==> src/rtl/psq_regs.svh <==
// register offsets, vectors and widths for the program sequencer
`ifndef PSQ_REGS_SVH
`define PSQ_REGS_SVH
`define PSQ_OFF_PC_LOW 8'h06
`define PSQ_OFF_TBL_PTR 8'h07
`define PSQ_OFF_TBL_HIGH 8'h08
`define PSQ_VEC_RESET 13'h0000
`define PSQ_VEC_EXT 13'h0004
`define PSQ_VEC_TMR0 13'h0008
`define PSQ_VEC_TMR1 13'h000c
`define PSQ_BANK_RESET 3'h0
`define PSQ_OSC_DIV 2
`define PSQ_PHASES 4
`define PSQ_LAST_PAGE 8'hff
`define PSQ_WAVE_LOW 5'h00
`define PSQ_STACK_DEPTH 8
`endif

==> src/rtl/psq_pkg.sv <==
// types shared by the program sequencer files
package psq_pkg;
    typedef enum logic [2:0] {
        PSQ_OP_NEXT, PSQ_OP_SKIP, PSQ_OP_JUMP, PSQ_OP_CALL,
        PSQ_OP_RET, PSQ_OP_TBL_CUR, PSQ_OP_TBL_LAST, PSQ_OP_BANK_WR
    } psq_op_t;
    typedef enum logic [1:0] {PSQ_PH0, PSQ_PH1, PSQ_PH2, PSQ_PH3} psq_phase_t;
endpackage

==> src/rtl/psq_phase_gen.sv <==
// oscillator halving and four-phase instruction cycle generator
`timescale 1ns/1ps
`include "psq_regs.svh"
module psq_phase_gen #(
    parameter int OSC_DIV = `PSQ_OSC_DIV
) (
    input wire logic sys_clk_i,
    input wire logic rst_i,
    output logic sys_en_o,
    output logic [3:0] phase_o,
    output logic cycle_end_o
);
    import psq_pkg::*;
    typedef struct packed {
        logic div;
        psq_phase_t ph;
    } psq_pg_state_t;
    psq_pg_state_t s_q, s_d;
    initial begin
        if (OSC_DIV != 2) $error("only oscillator halving supported");
    end
    // ----------------------------------------
    // phase stepping
    // ----------------------------------------
    always_comb begin
        s_d = s_q;
        s_d.div = ~s_q.div; // oscillator over two [RULE_01]
        if (s_q.div) begin
            s_d.ph = psq_phase_t'(s_q.ph + 2'h1); // four system clocks [RULE_02]
        end
    end
    always_ff @(posedge sys_clk_i or posedge rst_i) begin
        if (rst_i) begin
            s_q <= '0;
        end else begin
            s_q <= s_d;
        end
    end
    // one-hot non-overlapping phases, only high while enable is present [RULE_01]
    assign sys_en_o = s_q.div;
    assign phase_o = s_q.div ? (4'h1 << s_q.ph) : 4'h0;
    assign cycle_end_o = s_q.div && (s_q.ph == PSQ_PH3); // [RULE_02]
endmodule

==> src/rtl/psq_stack.sv <==
// eight-entry return address stack with full flag
`timescale 1ns/1ps
`include "psq_regs.svh"
module psq_stack #(
    parameter int DEPTH = `PSQ_STACK_DEPTH,
    parameter int AW = 16
) (
    input wire logic sys_clk_i,
    input wire logic rst_i,
    input wire logic push_i,
    input wire logic pop_i,
    input wire logic [AW-1:0] push_addr_i,
    output logic [AW-1:0] top_o,
    output logic full_o
);
    localparam int PW = $clog2(DEPTH);
    typedef struct packed {
        logic [DEPTH-1:0][AW-1:0] mem;
        logic [PW-1:0] ptr;
        logic [PW:0] cnt;
    } psq_stk_state_t;
    psq_stk_state_t s_q, s_d;
    initial begin
        if (DEPTH < 2 || (1 << PW) != DEPTH) $error("stack depth must be a power of two");
    end
    // ----------------------------------------
    // push wraps, overwriting the oldest entry
    // ----------------------------------------
    always_comb begin
        s_d = s_q;
        if (push_i) begin
            s_d.mem[s_q.ptr] = push_addr_i; // [RULE_22]
            s_d.ptr = s_q.ptr + 1'b1;
            if (s_q.cnt != DEPTH[PW:0]) s_d.cnt = s_q.cnt + 1'b1;
        end else if (pop_i && s_q.cnt != '0) begin
            s_d.ptr = s_q.ptr - 1'b1; // [RULE_13]
            s_d.cnt = s_q.cnt - 1'b1;
        end
    end
    always_ff @(posedge sys_clk_i or posedge rst_i) begin
        if (rst_i) begin
            s_q <= '0;
        end else begin
            s_q <= s_d;
        end
    end
    assign top_o = s_q.mem[s_q.ptr - 1'b1];
    assign full_o = (s_q.cnt == DEPTH[PW:0]);
endmodule

==> src/rtl/psq_sequencer.sv <==
// program sequencer: pc, banks, interrupts, table and wavetable addressing
//
// Behaviour
// [RULE_01] system clock is oscillator halved, four phases
// [RULE_02] instruction cycle is four system clocks
// [RULE_03] fetch overlaps; pc change adds dummy
// [RULE_04] program counter is thirteen bits wide
// [RULE_05] pc increments after every fetch
// [RULE_06] true skip discards fetched word
// [RULE_07] pc low byte at 06h, page jump
// [RULE_08] reset starts at word zero bank zero
// [RULE_09] external interrupt vectors to 004h
// [RULE_10] timer 0 overflow vectors to 008h
// [RULE_11] timer 1 overflow vectors to 00ch
// [RULE_12] jump and call load immediate thirteen bits
// [RULE_13] return restores address from stack top
// [RULE_14] fetch address is bank over pc
// [RULE_15] current page table read, high latch
// [RULE_16] last page table read forces ones
// [RULE_17] table pointer rw 07h, latch read only
// [RULE_18] table reads take two cycles
// [RULE_19] eight banks, write delayed one instruction
// [RULE_20] wavetable start field maps to bits 16..5
// [RULE_21] samples aligned to 32 bytes by software
// [RULE_22] eight level stack, pushed on call/interrupt
// [RULE_23] stack full holds interrupt pending
// [RULE_24] external beats timer 0 beats timer 1
//
// Design decision made here: strobed register access.
`timescale 1ns/1ps
`include "psq_regs.svh"
module psq_sequencer #(
    parameter int PC_W = 13,
    parameter int BANK_W = 3,
    parameter int ST_W = 12
) (
    input wire logic sys_clk_i,
    input wire logic rst_i,
    // decoded instruction from the execute stage
    input wire logic op_valid_i,
    input psq_pkg::psq_op_t op_i,
    input wire logic [PC_W-1:0] op_target_i,
    input wire logic [BANK_W-1:0] op_bank_i,
    input wire logic skip_cond_i,
    // interrupt sources
    input wire logic ext_int_n_i,
    input wire logic ext_int_en_i,
    input wire logic tmr0_ovf_i,
    input wire logic tmr0_en_i,
    input wire logic tmr1_ovf_i,
    input wire logic tmr1_en_i,
    // register port
    input wire logic [7:0] reg_addr_i,
    input wire logic [7:0] reg_wdata_i,
    input wire logic reg_wr_i,
    input wire logic reg_rd_i,
    output logic [7:0] reg_rdata_o,
    // program and wavetable rom
    output logic [15:0] rom_addr_o,
    input wire logic [15:0] rom_data_i,
    input wire logic [ST_W-1:0] sample_start_field_i,
    output logic [16:0] wave_addr_o,
    // status to the core
    output logic [3:0] phase_o,
    output logic cycle_end_o,
    output logic [15:0] instr_o,
    output logic instr_valid_o,
    output logic [7:0] tbl_low_o,
    output logic tbl_low_valid_o,
    output logic [2:0] int_ack_o,
    output logic [2:0] int_pend_o,
    output logic stack_full_o
);
    import psq_pkg::*;
    typedef struct packed {
        logic [PC_W-1:0] pc;
        logic [BANK_W-1:0] bank;
        logic [BANK_W-1:0] bank_pend;
        logic bank_wait;
        logic [1:0] bank_cnt;
        logic dummy;
        logic tbl_busy;
        logic tbl_last;
        logic [7:0] tbl_ptr;
        logic [7:0] tbl_high;
        logic [7:0] tbl_low;
        logic tbl_low_v;
        logic [15:0] instr;
        logic instr_v;
        logic [2:0] pend;
        logic [2:0] ack;
        logic ext_s1;
        logic ext_s2;
        logic [7:0] rdata;
        logic [16:0] wave;
    } psq_seq_state_t;
    psq_seq_state_t s_q, s_d;
    logic cyc_end;
    logic [15:0] stk_top;
    logic stk_full;
    logic stk_push;
    logic stk_pop;
    logic [15:0] push_addr;

    initial begin
        if (PC_W != 13 || BANK_W != 3 || ST_W != 12) $error("widths fixed by rom map");
    end

    // ----------------------------------------
    // helpers
    // ----------------------------------------
    // program fetch address, bank over pc
    function automatic logic [15:0] fetch_addr(input logic [BANK_W-1:0] b,
                                               input logic [PC_W-1:0] p);
        fetch_addr = {b, p}; // [RULE_14]
    endfunction
    // table address, current or last page
    function automatic logic [15:0] tbl_addr(input logic last, input logic [BANK_W-1:0] b,
                                             input logic [PC_W-1:0] p, input logic [7:0] t);
        if (last) begin
            tbl_addr = {`PSQ_LAST_PAGE, t}; // [RULE_16]
        end else begin
            tbl_addr = {b, p[PC_W-1:8], t}; // [RULE_15]
        end
    endfunction

    // ----------------------------------------
    // sub blocks
    // ----------------------------------------
    psq_phase_gen #(
        .OSC_DIV(`PSQ_OSC_DIV)
    ) u_phase (
        .sys_clk_i(sys_clk_i),
        .rst_i(rst_i),
        .sys_en_o(), // phases already carry the enable
        .phase_o(phase_o),
        .cycle_end_o(cyc_end)
    );
    psq_stack #(
        .DEPTH(`PSQ_STACK_DEPTH),
        .AW(16)
    ) u_stack (
        .sys_clk_i(sys_clk_i),
        .rst_i(rst_i),
        .push_i(stk_push),
        .pop_i(stk_pop),
        .push_addr_i(push_addr),
        .top_o(stk_top),
        .full_o(stk_full)
    );

    // stack control, only at instruction boundaries, on live ops or taken interrupts
    logic live_op;
    logic int_take;
    assign live_op = cyc_end && op_valid_i && !s_q.dummy && !s_q.tbl_busy;
    assign int_take = cyc_end && !s_q.dummy && !s_q.tbl_busy && (s_q.pend != 3'h0)
                      && !stk_full && !(live_op && op_i inside {PSQ_OP_CALL, PSQ_OP_RET}); // [RULE_23]
    assign stk_push = (live_op && op_i == PSQ_OP_CALL) || int_take; // [RULE_22]
    assign stk_pop = live_op && op_i == PSQ_OP_RET && !int_take; // [RULE_13]
    assign push_addr = fetch_addr(s_q.bank, s_q.pc);

    // ----------------------------------------
    // sequencing
    // ----------------------------------------
    // interrupt requests latched each clock, set wins over acknowledge
    always_comb begin
        logic [2:0] req;
        logic [2:0] grant;
        req = '0;
        grant = '0;
        s_d = s_q;
        s_d.ext_s1 = ext_int_n_i;
        s_d.ext_s2 = s_q.ext_s1; // pin input passes two flops
        s_d.instr_v = 1'b0;
        s_d.tbl_low_v = 1'b0;
        s_d.ack = 3'h0;
        req[0] = !s_q.ext_s2 && ext_int_en_i;
        req[1] = tmr0_ovf_i && tmr0_en_i;
        req[2] = tmr1_ovf_i && tmr1_en_i;
        // fixed priority, one grant per boundary
        if (int_take) begin
            if (s_q.pend[0]) grant = 3'h1; // [RULE_24]
            else if (s_q.pend[1]) grant = 3'h2;
            else grant = 3'h4;
        end
        s_d.pend = (s_q.pend & ~grant) | req; // held while stack full [RULE_23]
        s_d.ack = grant;

        // register writes; software owns table pointer [RULE_17]
        if (reg_wr_i && reg_addr_i == `PSQ_OFF_TBL_PTR) s_d.tbl_ptr = reg_wdata_i; // [RULE_17]

        if (cyc_end) begin
            s_d.dummy = 1'b0;
            // pending bank change lands after the next full instruction
            if (s_q.bank_wait) begin
                if (s_q.bank_cnt == 2'h1) begin
                    s_d.bank = s_q.bank_pend; // [RULE_19]
                    s_d.bank_wait = 1'b0;
                end
                s_d.bank_cnt = s_q.bank_cnt + 2'h1;
            end
            if (s_q.tbl_busy) begin
                // second table cycle: capture both halves [RULE_18]
                s_d.tbl_busy = 1'b0;
                s_d.tbl_high = rom_data_i[15:8]; // [RULE_15]
                s_d.tbl_low = rom_data_i[7:0];
                s_d.tbl_low_v = 1'b1;
            end else if (s_q.dummy) begin
                s_d.pc = s_q.pc + 1'b1; // refetch after a transfer [RULE_03]
                s_d.instr = rom_data_i;
                s_d.instr_v = 1'b1;
            end else begin
                s_d.pc = s_q.pc + 1'b1; // [RULE_05]
                s_d.instr = rom_data_i;
                s_d.instr_v = 1'b1;
                if (int_take) begin
                    s_d.pc = grant[0] ? `PSQ_VEC_EXT : (grant[1] ? `PSQ_VEC_TMR0
                                                                  : `PSQ_VEC_TMR1); // [RULE_09]
                    s_d.dummy = 1'b1; // vector within bank [RULE_10] [RULE_11]
                    s_d.instr_v = 1'b0;
                end else if (live_op) begin
                    case (op_i)
                        PSQ_OP_SKIP: begin
                            if (skip_cond_i) begin
                                s_d.dummy = 1'b1; // [RULE_06]
                                s_d.instr_v = 1'b0;
                            end
                        end
                        PSQ_OP_JUMP, PSQ_OP_CALL: begin
                            s_d.pc = op_target_i; // [RULE_12]
                            s_d.dummy = 1'b1; // [RULE_03]
                            s_d.instr_v = 1'b0;
                        end
                        PSQ_OP_RET: begin
                            s_d.pc = stk_top[PC_W-1:0]; // [RULE_13]
                            s_d.bank = stk_top[15:PC_W];
                            s_d.dummy = 1'b1;
                            s_d.instr_v = 1'b0;
                        end
                        PSQ_OP_TBL_CUR, PSQ_OP_TBL_LAST: begin
                            s_d.tbl_busy = 1'b1; // [RULE_18]
                            s_d.tbl_last = (op_i == PSQ_OP_TBL_LAST);
                            s_d.pc = s_q.pc;
                            s_d.instr_v = 1'b0;
                        end
                        PSQ_OP_BANK_WR: begin
                            s_d.bank_pend = op_bank_i; // [RULE_19]
                            s_d.bank_wait = 1'b1;
                            s_d.bank_cnt = 2'h0;
                        end
                        default: begin
                        end
                    endcase
                end
            end
        end
        // pc low write: page jump with dummy, wins over increment [RULE_07]
        if (reg_wr_i && reg_addr_i == `PSQ_OFF_PC_LOW) begin
            s_d.pc = {s_q.pc[PC_W-1:8], reg_wdata_i}; // [RULE_07]
            s_d.dummy = 1'b1;
            s_d.instr_v = 1'b0;
        end
        // read data one cycle later, unmapped reads zero
        s_d.rdata = 8'h00;
        if (reg_rd_i) begin
            case (reg_addr_i)
                `PSQ_OFF_PC_LOW: s_d.rdata = s_q.pc[7:0]; // [RULE_07]
                `PSQ_OFF_TBL_PTR: s_d.rdata = s_q.tbl_ptr; // [RULE_17]
                `PSQ_OFF_TBL_HIGH: s_d.rdata = s_q.tbl_high; // read only [RULE_17]
                default: s_d.rdata = 8'h00;
            endcase
        end
        // wavetable start mapping, aligned by software [RULE_20] [RULE_21]
        s_d.wave = {sample_start_field_i, `PSQ_WAVE_LOW};
    end

    // reset clears pc and bank [RULE_08]
    always_ff @(posedge sys_clk_i or posedge rst_i) begin
        if (rst_i) begin
            s_q <= '0;
            s_q.pc <= `PSQ_VEC_RESET; // [RULE_08]
            s_q.bank <= `PSQ_BANK_RESET;
            s_q.ext_s1 <= 1'b1;
            s_q.ext_s2 <= 1'b1;
        end else begin
            s_q <= s_d;
        end
    end

    // ----------------------------------------
    // outputs
    // ----------------------------------------
    // rom address is table address only during the second table cycle
    assign rom_addr_o = s_q.tbl_busy ? tbl_addr(s_q.tbl_last, s_q.bank, s_q.pc, s_q.tbl_ptr)
                                     : fetch_addr(s_q.bank, s_q.pc); // [RULE_14]
    assign wave_addr_o = s_q.wave;
    assign reg_rdata_o = s_q.rdata;
    assign cycle_end_o = cyc_end;
    assign instr_o = s_q.instr;
    assign instr_valid_o = s_q.instr_v;
    assign tbl_low_o = s_q.tbl_low;
    assign tbl_low_valid_o = s_q.tbl_low_v;
    assign int_ack_o = s_q.ack;
    assign int_pend_o = s_q.pend;
    assign stack_full_o = stk_full;
endmodule

==> config.mk <==
export PLATFORM = sky130hd
export DESIGN_NAME = psq_sequencer
export DESIGN_NICKNAME = d
export VERILOG_FILES = /design/src/rtl/psq_pkg.sv /design/src/rtl/psq_phase_gen.sv /design/src/rtl/psq_stack.sv /design/src/rtl/psq_sequencer.sv
export VERILOG_INCLUDE_DIRS = /design/src /design/src/rtl
export SDC_FILE = /design/constraint.sdc
export NUM_CORES = 1
export LEC_CHECK = 0
export BUFFER_PORTS_ARGS = -buffer_cell sky130_fd_sc_hd__buf_2
export CORE_ASPECT_RATIO = 1.25
export CORE_UTILIZATION = 50
export CTS_CLUSTER_SIZE = 28
export DETAILED_ROUTE_END_ITERATION = 16
export PLACE_DENSITY = 0.68
export SYNTH_ARGS = -nofsm -noshare
export SYNTH_HDL_FRONTEND = slang
export SYNTH_HIERARCHICAL = 1
export SYNTH_SLANG_ARGS = --single-unit
==> constraint.sdc <==
create_clock -name sys_clk_i -period 4.9 [get_ports sys_clk_i]
set_clock_uncertainty 0.2 [all_clocks]
set_input_delay 0.735 -clock sys_clk_i [delete_from_list [all_inputs] [get_ports sys_clk_i]]
set_output_delay 0.735 -clock sys_clk_i [all_outputs]
set_load 0.01 [all_outputs]
## After elaboration in Yosys (flattened, before gate mapping)

Index checks and enable logic that the tools add are counted.

- Shifts and indexed selects: 1
- Reduce and logical (&&, ||, !) cells: 43
- Bitwise operators: 8
- Equality and inequality tests: 18
- $lt $le $gt $ge: 3
- Muxes and demuxes: 50
- Add/sub/neg operators: 7

Operators by type and width:

| operator | count |
|---|---|
| bitwise mux 128 bit | 1 |
| 2-to-1 mux 16 bit | 4 |
| binary-select mux 16 bit (select 3 bit) | 1 |
| demux 16 bit (select 3 bit) | 1 |
| one-hot mux 13 bit (3 select lines) | 1 |
| 2-to-1 mux 18 bit | 2 |
| 2-to-1 mux 13 bit | 2 |
| 2-to-1 mux 25 bit | 1 |
| 2-to-1 mux 3 bit | 8 |
| one-hot mux 8 bit (3 select lines) | 1 |
| logical AND 1 bit | 20 |
| 2-to-1 mux 20 bit | 1 |
| 2-to-1 mux 17 bit | 1 |
| equality test 8 x 3 -> 1 bit, second input constant | 2 |
| 2-to-1 mux 8 bit | 2 |
| 2-to-1 mux 7 bit | 2 |
| adder 13 x 1 -> 13 bit, second input constant | 1 |
| equality test 3 bit, second input constant | 4 |
| 2-to-1 mux 1 bit | 12 |
| 2-to-1 mux 12 bit | 1 |
| 2-to-1 mux 4 bit | 3 |
| AND reduction 6 bit | 2 |
| 2-to-1 mux 9 bit | 1 |
| equality test 8 x 4 -> 1 bit, second input constant | 1 |
| 34 further kinds | 55 |

- Bits of input ports: 75
- Register bits: 233
- Logic and storage cells: 163
- Output and inout bits: 79

## Depth between registers and ports, before layout

Gate-level depths: netlist (run 1).

- Word-level depth: 16
- Gate-level depth with buffers: 13
- Mapped depth without buffers: 11

## Cells and area by module

The synthesis (run 1) kept the hierarchy.

By module, submodules not included:

| module | sequential area each (µm²) | area each (µm²) | instances | cells each |
|---|---|---|---|---|
| psq_stack | 3378.2 | 6257.3 | 1 | 376 |
| psq_sequencer | 2379.8 | 4917.2 | 1 | 487 |
| psq_phase_gen | 75.1 | 201.4 | 1 | 18 |

## Worst setup path before layout (run 1)

Ideal clock, no wire load.

- Path type: register to register
- From: reg u_stack/s_q[0] in the netlist's numbering
- To: reg u_stack/s_q[3] in the netlist's numbering
- Data arrival time: 2.964 ns
- Path slack: 1.598 ns
- Setup time: 0.138 ns
- Clock period less this slack: 3.302 ns
- Stages on the path, launching flop included: 11
- Cell sequence: dfrtp_1 -> nor4b_1 -> or4b_4 -> nor2_2 -> o21a_1 -> buf_4 -> inv_4 -> ha_1 -> a21oi_1 -> nand3_1 -> mux4_2

- Elaborated cells between the ends (all ways): 18
- Those cells by class: 2 x add/sub; 3 x eq/ne; 3 x mux; 10 x reduce/logical

RTL lines:

| element | RTL line | text |
|---|---|---|
| start: declaration | psq_stack.sv:22 | `psq_stk_state_t s_q, s_d;` |
| start signal: assignment | psq_stack.sv:42 | `s_q <= '0;` |
| start signal: assignment | psq_stack.sv:44 | `s_q <= s_d;` |
| equality test 4 bit (*) | psq_stack.sv:48 | `assign full_o = (s_q.cnt == DEPTH[PW:0]);` |
| via stack_full_o | psq_sequencer.sv:72 | `output logic stack_full_o` |
| logical NOT 1 bit (*) | psq_sequencer.sv:157 | `&& !stk_full && !(live_op && op_i inside {PSQ_OP_CALL, PSQ_OP_RET});` |
| logical AND 1 bit (*) (2 in series) | psq_sequencer.sv:157 |  |
| logical OR 1 bit (*) | psq_sequencer.sv:158 | `assign stk_push = (live_op && op_i == PSQ_OP_CALL) \|\| int_take;` |
| via stk_push | psq_sequencer.sv:101 | `logic stk_push;` |
| inequality test 2 x 1 -> 1 bit (no line) / nonzero test 2 bit (equally long branches) | - |  |
| AND reduction 2 bit (no line) | - |  |

The timed path passes the listed nets; every way through them passes the cells marked *. The select of a mux whose other input is x is not followed.
A chain may end at the register's enable or synchronous reset.

## Final worst setup path (run 1)

- From: reg u_phase/s_q[0] in the netlist's numbering
- To: reg u_stack/s_q[3] in the netlist's numbering

- Elaborated cells between the ends (all ways): 22
- Those cells by class: 2 x eq/ne; 1 x mux; 19 x reduce/logical

RTL lines:

| element | RTL line | text |
|---|---|---|
| start: declaration | psq_phase_gen.sv:18 | `psq_pg_state_t s_q, s_d;` |
| start signal: assignment | psq_phase_gen.sv:34 | `s_q <= '0;` |
| start signal: assignment | psq_phase_gen.sv:36 | `s_q <= s_d;` |
| equality test 2 bit (*) | psq_phase_gen.sv:42 | `assign cycle_end_o = s_q.div && (s_q.ph == PSQ_PH3);` |
| logical AND 1 bit (*) | psq_phase_gen.sv:42 |  |
| logical AND 1 bit (3 in series) | psq_sequencer.sv:155 | `assign live_op = cyc_end && op_valid_i && !s_q.dummy && !s_q.tbl_busy;` |
| logical AND 1 bit | psq_sequencer.sv:157 |  |
| logical NOT 1 bit | psq_sequencer.sv:157 |  |
| logical AND 1 bit | psq_sequencer.sv:157 |  |
| logical OR 1 bit (*) | psq_sequencer.sv:158 |  |
| via stk_push | psq_sequencer.sv:101 |  |
| inequality test 2 x 1 -> 1 bit (no line) / nonzero test 2 bit (equally long branches) | - |  |
| AND reduction 2 bit (no line) | - |  |

The timed path passes the listed nets; every way through them passes the cells marked *.

==> results of run 1 <==
per-stage QoR:
stage,power (mW),util [%],instance area (µm²),hold WS (ns),setup WS [ns]
floorplan,3.27,-,11400,0.145,0.354
global placement,3.58,53.9,12000,0.145,1.40
detailed placement,3.61,53.9,12000,0.147,1.25
CTS,5.71,58.1,12900,0.0983,1.27
global route,5.91,58.1,12900,0.0956,0.941
finish,5.66,58.1,12900,0.113,1.23
worst max-delay path: cells and delay by family, from the launching register on:
kind,cells,cell delay [ns]
AO/OA/AOI/OAI,3,0.89
adder cells (fa/ha/maj),2,0.51
buffers and inverters,1,0.12
flip-flops,1,0.40
multiplexers,1,0.46
AND/OR/NAND/NOR,4,0.94
registers in the layout, indices dropped and copies added, names as in the netlist, 2 cells and up:
register     flops
u_stack/s_q    135
s_q             26
instr_o         16
push_addr       16
wave_addr_o     12
reg_rdata_o      8
tbl_low_o        8
int_ack_o        3
int_pend_o       3
u_phase/s_q      2
logic make-up (layout without fill, tap and decap cells):
kind of cell               after synthesis  after routing  share of synthesized area, %
DFF                                    233            233                          51.3
muxes                                  214            214                          24.8
and+or+nand+nor                        175            175                          8.54
buffers and inverters                  122            233                          6.38
AOI/OAI and AO/OA                      111            111                          6.62
xor gates and xnor gates                14             14                          1.08
adders and majority gates               11             11                          1.28
other                                    1              5                        0.0330
power breakdown:
group,total (mW),leakage (nW),internal (mW),switching (mW)
Clock,2.10,0.456,1.35,0.743
Combinational,1.24,2.74,0.636,0.603
Sequential,2.33,3.00,2.12,0.212
Total,5.66,6.19,4.10,1.56
final timing paths:
check / from / to / slack (ns)
min in group asynchronous: rst_i / u_phase/s_q[1] / 0.49
setup reg to reg: u_phase/s_q[0] / u_stack/s_q[3] / 1.23
hold reg to reg: s_d[25] / s_q[25] / 0.15
hold / removal: ext_int_n_i / s_d[25] / 0.11
max in group asynchronous: rst_i / instr_o[1] / 2.79
setup / recovery: u_phase/s_q[0] / u_stack/s_q[3] / 1.23
layout by cell type, fill, tap and decap left out, types with 10 or more instances in the layout:
cell,count
dfrtp_1,230
mux2_2,166
buf_2,148
nand2_1,78
mux4_2,33
a21oi_1,25
clkbuf_16,25
a22oi_1,24
buf_4,18
inv_1,17
nor2_1,15
nand2b_1,13
o21ai_0,11
mux2_4,11
nor3_1,10
layout make-up:
cell class	count	area, µm²	share of cell area (%)
Inverter	21	86.3	0.667
Timing Repair Buffer	168	906	7.00
Clock inverter	8	194	1.50
Tap cell	283	354	2.74
Sequential cell	233	5830	45.1
Clock buffer	36	737	5.69
Multi-Input combinational cell	530	4830	37.3
layer usage:
metal / up-vias / track usage (%)
met1: 3726 / 31.0
met5: - / 0
li1: 3328 / -
met3: 43 / 3.97
met4: 0 / 7.36
met2: 227 / 38.0
==> metrics.md, run 1 <==
| Metric | Value |
|---|---|
| Yosys cell types | 68 |
| First DRT Iteration DRCs | 406 |
| Final number of setup-violating endpoints | 0 |
| Post-cts repair resize count | 0 |
| Ys async rst share | 100% |
| CP endpoint kind | register |
| Post-CTS Setup Bufs | 0 |
| Routed Antenna Nets | 0 |
| Sinks on Clock Net | 233 |
| Area contributors post-synth | dfrtp_1, mux2_2, mux4_2, buf_4, nand2_1 |
| Finished Layout Cells | 1279 |
| YS warnings | 6 |
| RSZ-0062 raised after global routing | false |
| Hpwl dp | 17.6 mm |
| DR WL/cell | 20.3 µm |
| Die area | 23400 µm² |
| Tmin final | 3.67 ns |
| Hold-critical path depth | 1 |
| DR vias/cell | 5.73 |
| Largest net degree at the start of global routing | 101 |
| GPL Wtd Cong | 0.844 |
| Syn Std Cell Area | 11400 µm² |
| Actual slew at the worst max-slew pin | 1.04 ns |
| Worst Hold Class | primary input to register |
| Status | completed |
| DR vias | 7324 |
| R2R depth | 11 |
| Antenna fix cells | 0 |
| Port bufs | 148 |
| Tcrit/Tclk final | 74.8% |
| Clock Path Buffers | 3 |
| LEAKAGE | 6.19 nW |
| Layout cells sized above 1 | 44.6% |
| Initial Utilization | 51.0% |
| Synth cell count leaders | dfrtp_1, mux2_2, nand2_1 |
| Most frequent CP cell | ha_1 |
| Synth Flop Type | dfrtp_1 |
| TritonRoute pass-1 iters | 4 |
| Yosys top cell by area | dfrtp_1 |
| Max-cap violations | 0 |
| H-Tree Depth | 1 |
| Relative slew slack | 30.5% |
| Gate Count Post-Synth | 881 |
| Area Overhead vs Synth | 13.8% |
| CP Class | register to register |
| Core area | 22300 µm² |
| # IOs | 154 |
| Post-Route WL | 26.0 mm |
| Hold_buf cts | 1 |
| Worst path required time | 5.08 ns |
| Clk root buf | clkbuf_16 |
| Synthesized flop and latch total | 233 |
| Initial antenna violation count | 1 |
| Vias in the first global route | 7473 |
| Crit path cell chain | ha_1, and2_2, nor4b_1, nand2b_1, o21ai_0, o21a_1, inv_4, ha_1, a21oi_1, nand3_1, mux4_2 |
| Filler cell count | 1837 |
| Row Count | 61 |
| P per Cell Area | 437 nW/µm² |
| Register area share after synthesis | 51.3% |
| Setup Total Neg Slack | 0 ns |
| Clock transition at path regs | 0.06 ns |
| CP arrival | 3.85 ns |
| Congestion Overflow GR | 0 |
| Die Ht | 171 µm |
| Total Routing Usage GR | 23.1% |
| Top-count cell post-synth | dfrtp_1 |
| Synth Area per Inst | 12.9 µm² |
| Startpoint types | register |
| Chip width | 137 µm |
| # DRC | 0 |
| M1 WL | 10.9 mm |
| CP max FO | 16 |
| Clk_lat worst skew | 0.52 ns |
| Fin nets | 1064 |
| DR top layer | met4 |
| Met2 WL | 12.9 mm |
| First-pass GRT wire length | 41.1 mm |
| Met3 routed WL | 1.50 mm |
| Fin. max-slew vios | 0 |
| Num CTS Buffers | 24 |
| Placed cells | 1234 |
| Cell at the slowest stage of the critical path | mux4_2 |
| Peak supply drop | 0.317 mV |
| EDFF count, synth | 0 |
| Final hold vios | 0 |
| TritonCTS clock tree | done |
| Fmax | 273 MHz |
| Worst path max stage delay | 0.46 ns |
| Synth top area share | 50.8% |
Note: power is estimated with default switching activity, not from simulation.
==> run 2, diff against run 1 <==
ABC_AREA = 1   (was default)
PLACE_DENSITY = 0.7   (was 0.68)
clock period = 3.2 ns   (was 4.9 ns; I/O delays follow)
==> run 2 against run 1 <==
  * Routed wire length grew 12%
  * Die area grew 2.1%
  * Flip-flop and latch count is the same
  * Count of clock-buffer cells in the layout is the same
  * Global-route usage grew 1.7 points
  * Synthesized cell count grew 68%
==> metrics.md, run 2 <==
| Metric | Value |
|---|---|
| Final Util | 57.9% (-0.18 points) |
| Worst path max stage delay | 0.39 ns (-0.07 ns) |
| Chip width | 138 µm (+1.0%) |
| Worst Hold Class | primary input to register |
| Tmin final | 2.96 ns (-0.705 ns) |
| GPL Wtd Cong | 0.886 (+4.9%) |
| Synth top area share | 49.8% (-1.0 points) |
| Largest regs | u_stack/s_q x135, s_q x26 |
| CP arrival | 3.17 ns (-0.68 ns) |
| RSZ-0062 raised after global routing | false |
| Fmax | 338 MHz (+24%) |
| Post-cts repair resize count | 0 (unchanged) |
| Hpwl dp | 19.5 mm (+11%) |
| TritonRoute pass-1 iters | 6 (+2) |
| Largest net degree at the start of global routing | 82 (-19%) |
| Synthesized flop and latch total | 233 (unchanged) |
| Buf/Inv on CP | 2 (+1) |
| Actual slew at the worst max-slew pin | 0.874 ns (-0.161 ns) |
| Antenna fix cells | 0 (unchanged) |
| CP endpoint kind | register |
| EDFF count, synth | 0 (unchanged) |
| Register area share after synthesis | 50.2% (-1.0 points) |
| Row Count | 62 (+1.6%) |
| Multi-input logic area | 4580 µm² (-5.2%) |
| Combinational Power Share | 31.4% (+9.5 points) |
| Clock power share | 29.1% (-7.9 points) |
| Layout cells sized above 1 | 15.9% (-29 points) |
| # IOs | 154 (unchanged) |
| Gate Count Post-Synth | 1482 (+68%) |
| Ys async rst share | 100% (unchanged) |
| Num CTS Buffers | 24 (unchanged) |
| Die Ht | 172 µm (+1.0%) |
| Core area | 22900 µm² (+2.7%) |
| Delay-heaviest family, CP | simple AND/OR/NAND/NOR gates |
| Post-CTS Setup Bufs | 0 (unchanged) |
| Clk root buf | clkbuf_16 |
| Most frequent CP cell | nand2_1 |
| Sinks on Clock Net | 233 (unchanged) |
| First-pass GRT wire length | 47.1 mm (+15%) |
| Syn Std Cell Area | 11600 µm² (+2.1%) |
| Yosys top cell by area | dfrtp_1 |
| Fin nets | 1680 (+58%) |
| Synth Area per Inst | 7.84 µm² (-39%) |
| Switching Share | 37.1% (+9.6 points) |
| Clock transition at path regs | 0.06 ns (about the same) |
| Synth Flop Type | dfrtp_1 |
| Die area | 23800 µm² (+2.1%) |
| Vias in the first global route | 9514 (+27%) |
| Synth cell count leaders | nand2_1, dfrtp_1, o21ai_0 |
| Most flops, register | u_stack/s_q |
| Clock Path Buffers | 3 (unchanged) |
| Initial Utilization | 50.7% (-0.30 points) |
| P per Cell Area | 686 nW/µm² (+57%) |
| Sw Pwr | 3.37 mW (+120%) |
| Filler cell count | 2110 (+15%) |
| Flip-flop and latch area | 5830 µm² (about the same) |
| Max FFs per register | 135 (unchanged) |
| # DRC | 0 (unchanged) |
| Worst path required time | 3.41 ns (-1.67 ns) |
| Register share of total power | 39.5% (-1.6 points) |
| Min Hold Slack | 0.0167 ns (-0.0962 ns) |
| Peak supply drop | 0.429 mV (+35%) |
| Initial antenna violation count | 0 (-1) |
| Setup Total Neg Slack | 0 ns (unchanged) |
| Tcrit/Tclk final | 92.5% (+18 points) |
| Crit path cell chain | ha_1, nand2_1, inv_1, nand2_1, nor3_4, nand2_2, nand2_4, o21ai_0, inv_2, ha_1, or2_2, nand3_1, nand2_1, nand2_1, nand2_1 |
| CP Class | register to register |
| Post-Route WL | 29.0 mm (+12%) |
| CP max FO | 17 (+1) |
| LEAKAGE | 6.80 nW (+9.8%) |
| Relative slew slack | 41.7% (+11 points) |
| Total Routing Usage GR | 24.8% (+1.7 points) |
| Max-cap violations | 0 (unchanged) |
| Top-count cell post-synth | nand2_1 |
| Congestion Overflow GR | 0 (unchanged) |
| Most frequent cells in the layout | nand2_1, dfrtp_1, o21ai_0, buf_2, inv_1 |
| DR WL/cell | 15.3 µm (-25%) |
| Int Power | 5.72 mW (+39%) |
| DR vias | 9862 (+35%) |
| First DRT Iteration DRCs | 621 (+53%) |
| Final number of setup-violating endpoints | 0 (unchanged) |
| Startpoint types | register |
| DR vias/cell | 5.19 (-9.4%) |
| Routed Antenna Nets | 0 (unchanged) |
| Clk_lat worst skew | 0.52 ns (about the same) |
| Final hold vios | 0 (unchanged) |
| Status | completed |
| Commonest non-fill, non-tap cell in the layout | nand2_1 |
| Area Overhead vs Synth | 14.1% |
| Cell at the slowest stage of the critical path | dfrtp_1 |
| Fin. max-slew vios | 0 (unchanged) |
| YS warnings | 6 (unchanged) |
| Area contributors post-synth | dfrtp_1, nand2_1, o21ai_0, buf_4, inv_1 |
| TritonCTS clock tree | done |
| Port bufs | 148 (unchanged) |
| Yosys cell types | 39 (-43%) |
| H-Tree Depth | 1 (unchanged) |
## run 2: area by class of cell
| type | instances | area share, % |
|---|---|---|
| Clock buffer | 36 | 5.26 |
| Tap cell | 288 | 2.72 |
| Multi-Input combinational cell | 1005 | 34.6 |
| Sequential cell | 233 | 44.0 |
| Inverter | 129 | 3.72 |
| Timing Repair Buffer | 201 | 9.35 |
| Clock inverter | 8 | 0.340 |
## run 2: final timing paths
kind                                startpoint  cells after the start               end  slack (ns)
worst max register to register  u_phase/s_q[0]                     15    u_stack/s_q[3]        0.24
min in group asynchronous                rst_i                      3  u_phase/sys_en_o        0.24
worst min register to register         s_d[25]                      0           s_q[25]        0.16
max in group asynchronous                rst_i                      4   u_stack/s_q[49]        1.54
worst min-delay path            reg_wdata_i[5]                      3      push_addr[5]        0.02
worst max-delay path            u_phase/s_q[0]                     15    u_stack/s_q[3]        0.24
## run 2: repair_timing
| action | 4_1_cts | 5_1_grt |
|---|---|---|
| endpoints found under the setup margin | 0 | 0 |
| endpoints found under the hold margin | 111 | 0 |
| hold buffers | 25 | 0 |
## run 2: kinds of logic (layout without fill, tap and decap cells)
family | Yosys count | in the layout | share of synthesized area, %
other | 1 | 5 | 0.0323
adders and majority gates | 11 | 11 | 1.25
and+or+nand+nor | 702 | 702 | 24.6
AOI/OAI and AO/OA | 275 | 275 | 12.4
xor gates and xnor gates | 5 | 5 | 0.377
DFF | 233 | 233 | 50.2
muxes | 7 | 7 | 0.679
buffers and inverters | 248 | 374 | 10.4
## run 2: per-layer routing
layer | part of all wire (%) | GRT usage, % | wire (µm) | vias up
met5 | 0 | 0 | 0 | -
met3 | 5.4 | 3.63 | 1560 | 64
met4 | 3.9 | 12.0 | 1120 | 0
met2 | 49 | 43.5 | 14300 | 300
li1 | - | - | - | 4884
met1 | 42 | 30.2 | 12000 | 4614
## run 2: power by group through the flow
stage	Clock [mW]	Combinational, mW	Sequential (mW)
floorplan	0	2.04	3.55
global placement	0	2.80	3.63
detailed placement	0	2.81	3.64
CTS	2.70	2.86	3.59
global route	2.81	3.22	3.64
finish	2.64	2.86	3.59
## run 2: tightest hold or removal path, stage by stage
cell and delay [ns]:
buf_2 0.10, nand2_1 0.05, nand3_1 0.07
## run 2: through the flow
stage / setup WS, ns / power [mW] / instances / area (µm²)
finish: 0.239 / 9.09 / 1900 / 13300
CTS: 0.246 / 9.14 / 1900 / 13300
detailed placement: 0.253 / 6.45 / 1831 / 12300
global placement: 0.371 / 6.42 / 1831 / 12300
floorplan: 0.0463 / 5.59 / 1486 / 11600
global route: 0.0742 / 9.67 / 1900 / 13300
==> run 3, diff against run 2 <==
PLACE_DENSITY = 0.71   (was 0.7)
SYNTH_HIERARCHICAL = default   (was 1)
==> run 3 against run 2 <==
  * Combinational power increased by 16%
  * Flip-flop and latch count did not move
  * Die area fell by 1.4%
  * Largest cell class unchanged
==> metrics.md, run 3 <==
| Metric | Value |
|---|---|
| Final Util | 59.3% (+1.4 points) |
| Synth Flop Type | dfrtp_1 |
| Largest net degree at the start of global routing | 70 (-15%) |
| Hold-critical path depth | 3 (unchanged) |
| Status | completed |
| Actual slew at the worst max-slew pin | 0.822 ns (-0.0517 ns) |
| YS warnings | 0 (-6) |
| Synthesized flop and latch total | 233 (unchanged) |
| Relative slew slack | 45.1% (+3.3 points) |
| R2R depth | 9 (-6) |
| H-Tree Depth | 1 (unchanged) |
| Finished Layout Cells | 1821 (-4.2%) |
| FF-to-FF setup slack | 0.52 ns (+0.28 ns) |
| Syn Std Cell Area | 11400 µm² (-1.4%) |
| Final hold vios | 0 (unchanged) |
| Setup Total Neg Slack | 0 ns (unchanged) |
| Sinks on Clock Net | 233 (unchanged) |
| Row Count | 61 (-1.6%) |
| Die Ht | 171 µm (-0.70%) |
| CP endpoint kind | register |
| Port bufs | 148 (unchanged) |
| Vias in the first global route | 9602 (+0.92%) |
| Tmin final | 2.68 ns (-0.279 ns) |
| Fmax | 373 MHz (+10%) |
| Synth cell count leaders | nand2_1, dfrtp_1, o21ai_0 |
| TritonCTS clock tree | done |
| Tcrit/Tclk final | 83.8% (-8.7 points) |
| Ys async rst share | 100% (unchanged) |
| Min-delay src | op_bank_i[2] |
| First-pass GRT wire length | 50.3 mm (+6.6%) |
| Post-Route WL | 30.9 mm (+6.7%) |
| Synth top area share | 50.5% (+0.71 points) |
| Yosys cell types | 41 (+5.1%) |
| Clk_lat worst skew | 0.53 ns (about the same) |
| Top-count cell post-synth | nand2_1 |
| DR vias | 9835 (-0.27%) |
| Clock Path Buffers | 3 (unchanged) |
| GPL Wtd Cong | 0.907 (+2.3%) |
| DR WL/cell | 17.0 µm (+11%) |
| Num CTS Buffers | 25 (+4.2%) |
| RSZ-0062 raised after global routing | false |
| Max-cap violations | 0 (unchanged) |
| RR Endpoint | u_stack.s_q[15] |
| Min Hold Slack | 0.0139 ns (-0.00286 ns) |
| Largest regs | u_stack.s_q x135, s_q x26 |
| Total Routing Usage GR | 27.5% (+2.8 points) |
| Gate Count Post-Synth | 1415 (-4.5%) |
| Worst Hold Class | primary input to register |
| DR vias/cell | 5.40 (+4.1%) |
| Fin nets | 1603 (-4.6%) |
| Initial antenna violation count | 0 (unchanged) |
| Clock transition at path regs | 0.06 ns (about the same) |
| Die area | 23500 µm² (-1.4%) |
| Worst path required time | 3.40 ns (about the same) |
| Post-route setup slack | 0.518 ns (+0.279 ns) |
| Peak supply drop | 0.666 mV (+55%) |
| Final number of setup-violating endpoints | 0 (unchanged) |
| Yosys top cell by area | dfrtp_1 |
| Startpoint types | register |
| Most frequent cells in the layout | nand2_1, dfrtp_1, o21ai_0, buf_2, nor2_1 |
| Congestion Overflow GR | 0 (unchanged) |
| Routed Antenna Nets | 0 (unchanged) |
| CP arrival | 2.88 ns (-0.29 ns) |
| Layout cells sized above 1 | 16.2% (+0.31 points) |
| Area Overhead vs Synth | 15.8% |
| Hold EP | s_q[83] |
| Fin. max-slew vios | 0 (unchanged) |
| P per Cell Area | 757 nW/µm² (+10%) |
| CP max FO | 26 (+9) |
| Synth Area per Inst | 8.09 µm² (+3.3%) |
| LEAKAGE | 6.66 nW (-2.0%) |
| Chip width | 137 µm (-0.70%) |
| First DRT Iteration DRCs | 741 (+19%) |
| EDFF count, synth | 0 (unchanged) |
| CP Class | register to register |
| # IOs | 154 (unchanged) |
| Power, Total | 10.0 mW (+10%) |
| Register area share after synthesis | 50.9% (+0.72 points) |
| Worst r2r src | u_phase.s_q[0] |
| Initial Utilization | 51.2% (+0.45 points) |
| Placed cells | 1747 (-4.6%) |
| Antenna fix cells | 0 (unchanged) |
| TritonRoute pass-1 iters | 6 (unchanged) |
| Hpwl dp | 20.7 mm (+6.1%) |
| Final Instance Area | 13300 µm² (about the same) |
| Core area | 22400 µm² (-2.3%) |
| # DRC | 0 (unchanged) |
| Most flops, register | u_stack.s_q |
| Max FFs per register | 135 (unchanged) |
| Area after DPL | 12100 µm² (-1.4%) |
| Clk root buf | clkbuf_16 |
| Pre-CTS setup slack | 0.517 ns (+0.264 ns) |
| Commonest non-fill, non-tap cell in the layout | nand2_1 |
| Area contributors post-synth | dfrtp_1, nand2_1, o21ai_0, buf_4, nor2_1 |
-- run 3: changes by cell type in the layout (fill, tap and decap cells not counted), moves of 9 or more --
cell and change:
xor2_1 +9, nand3_1 +11, o21ai_0 +42, nand2_1 -154, o21ai_1 -37, nor2_1 +27, a21oi_1 +15
-- run 3: final cells by class --
class / instances / area [µm²]
flip-flops and latches: 233 / 5830
inverters: 118 / 447
clock buffers: 31 / 698
clock inverters: 15 / 188
well taps: 283 / 354
multi-input cells: 938 / 4430
repair buffers: 203 / 1310
fillers: 1943 / 9100
-- run 3: cells by family after synthesis --
kind of cell | after synthesis | share of synthesized area (%)
DFF | 233 | 50.9
xor gates and xnor gates | 15 | 1.15
buffers and inverters | 248 | 10.5
other | 1 | 0.0328
muxes | 3 | 0.295
and+or+nand+nor | 597 | 21.7
adders and majority gates | 9 | 0.984
AOI/OAI and AO/OA | 309 | 14.4
-- run 3: how the worst max path moves through the flow --
stage / end / depth (start not counted) / start
floorplan: instr_o[0] / 1 / rst_i
global placement: u_stack.s_q[16] / 9 / u_phase.s_q[0]
detailed placement: u_stack.s_q[15] / 9 / u_phase.s_q[0]
CTS: u_stack.s_q[15] / 9 / u_phase.s_q[0]
global route: u_stack.s_q[79] / 7 / u_phase.s_q[0]
finish: u_stack.s_q[15] / 9 / u_phase.s_q[0]
-- run 3: power breakdown --
part | internal (mW) | switching, mW
clock network | 1.87 | 1.23
logic | 1.10 | 2.21
registers | 3.34 | 0.291
-- run 3: what timing repair did --
item                                   in CTS  in global routing
endpoints found under the hold margin      55                  0
gates resized for setup                     0                  0
buffers inserted                            0                  0
hold buffers                               28                  0
-- run 3: worst max-delay path, cell delays in order (launching register included) --
cell	delay (ns)
dfrtp_1	0.42
ha_1	0.22
nand2_4	0.10
nor3_4	0.32
nand2_2	0.15
nand2_2	0.31
nand4_1	0.37
buf_12	0.30
nand2_1	0.07
o21ai_0	0.08
-- run 3: metal layers --
| layer | track usage [%] | up-vias | wire (µm) |
|---|---|---|---|
| met2 | 47.1 | 375 | 15100 |
| met5 | 0 | - | 0 |
| met4 | 11.7 | 0 | 1190 |
| li1 | - | 4727 | - |
| met3 | 4.48 | 78 | 2050 |
| met1 | 34.3 | 4655 | 12600 |
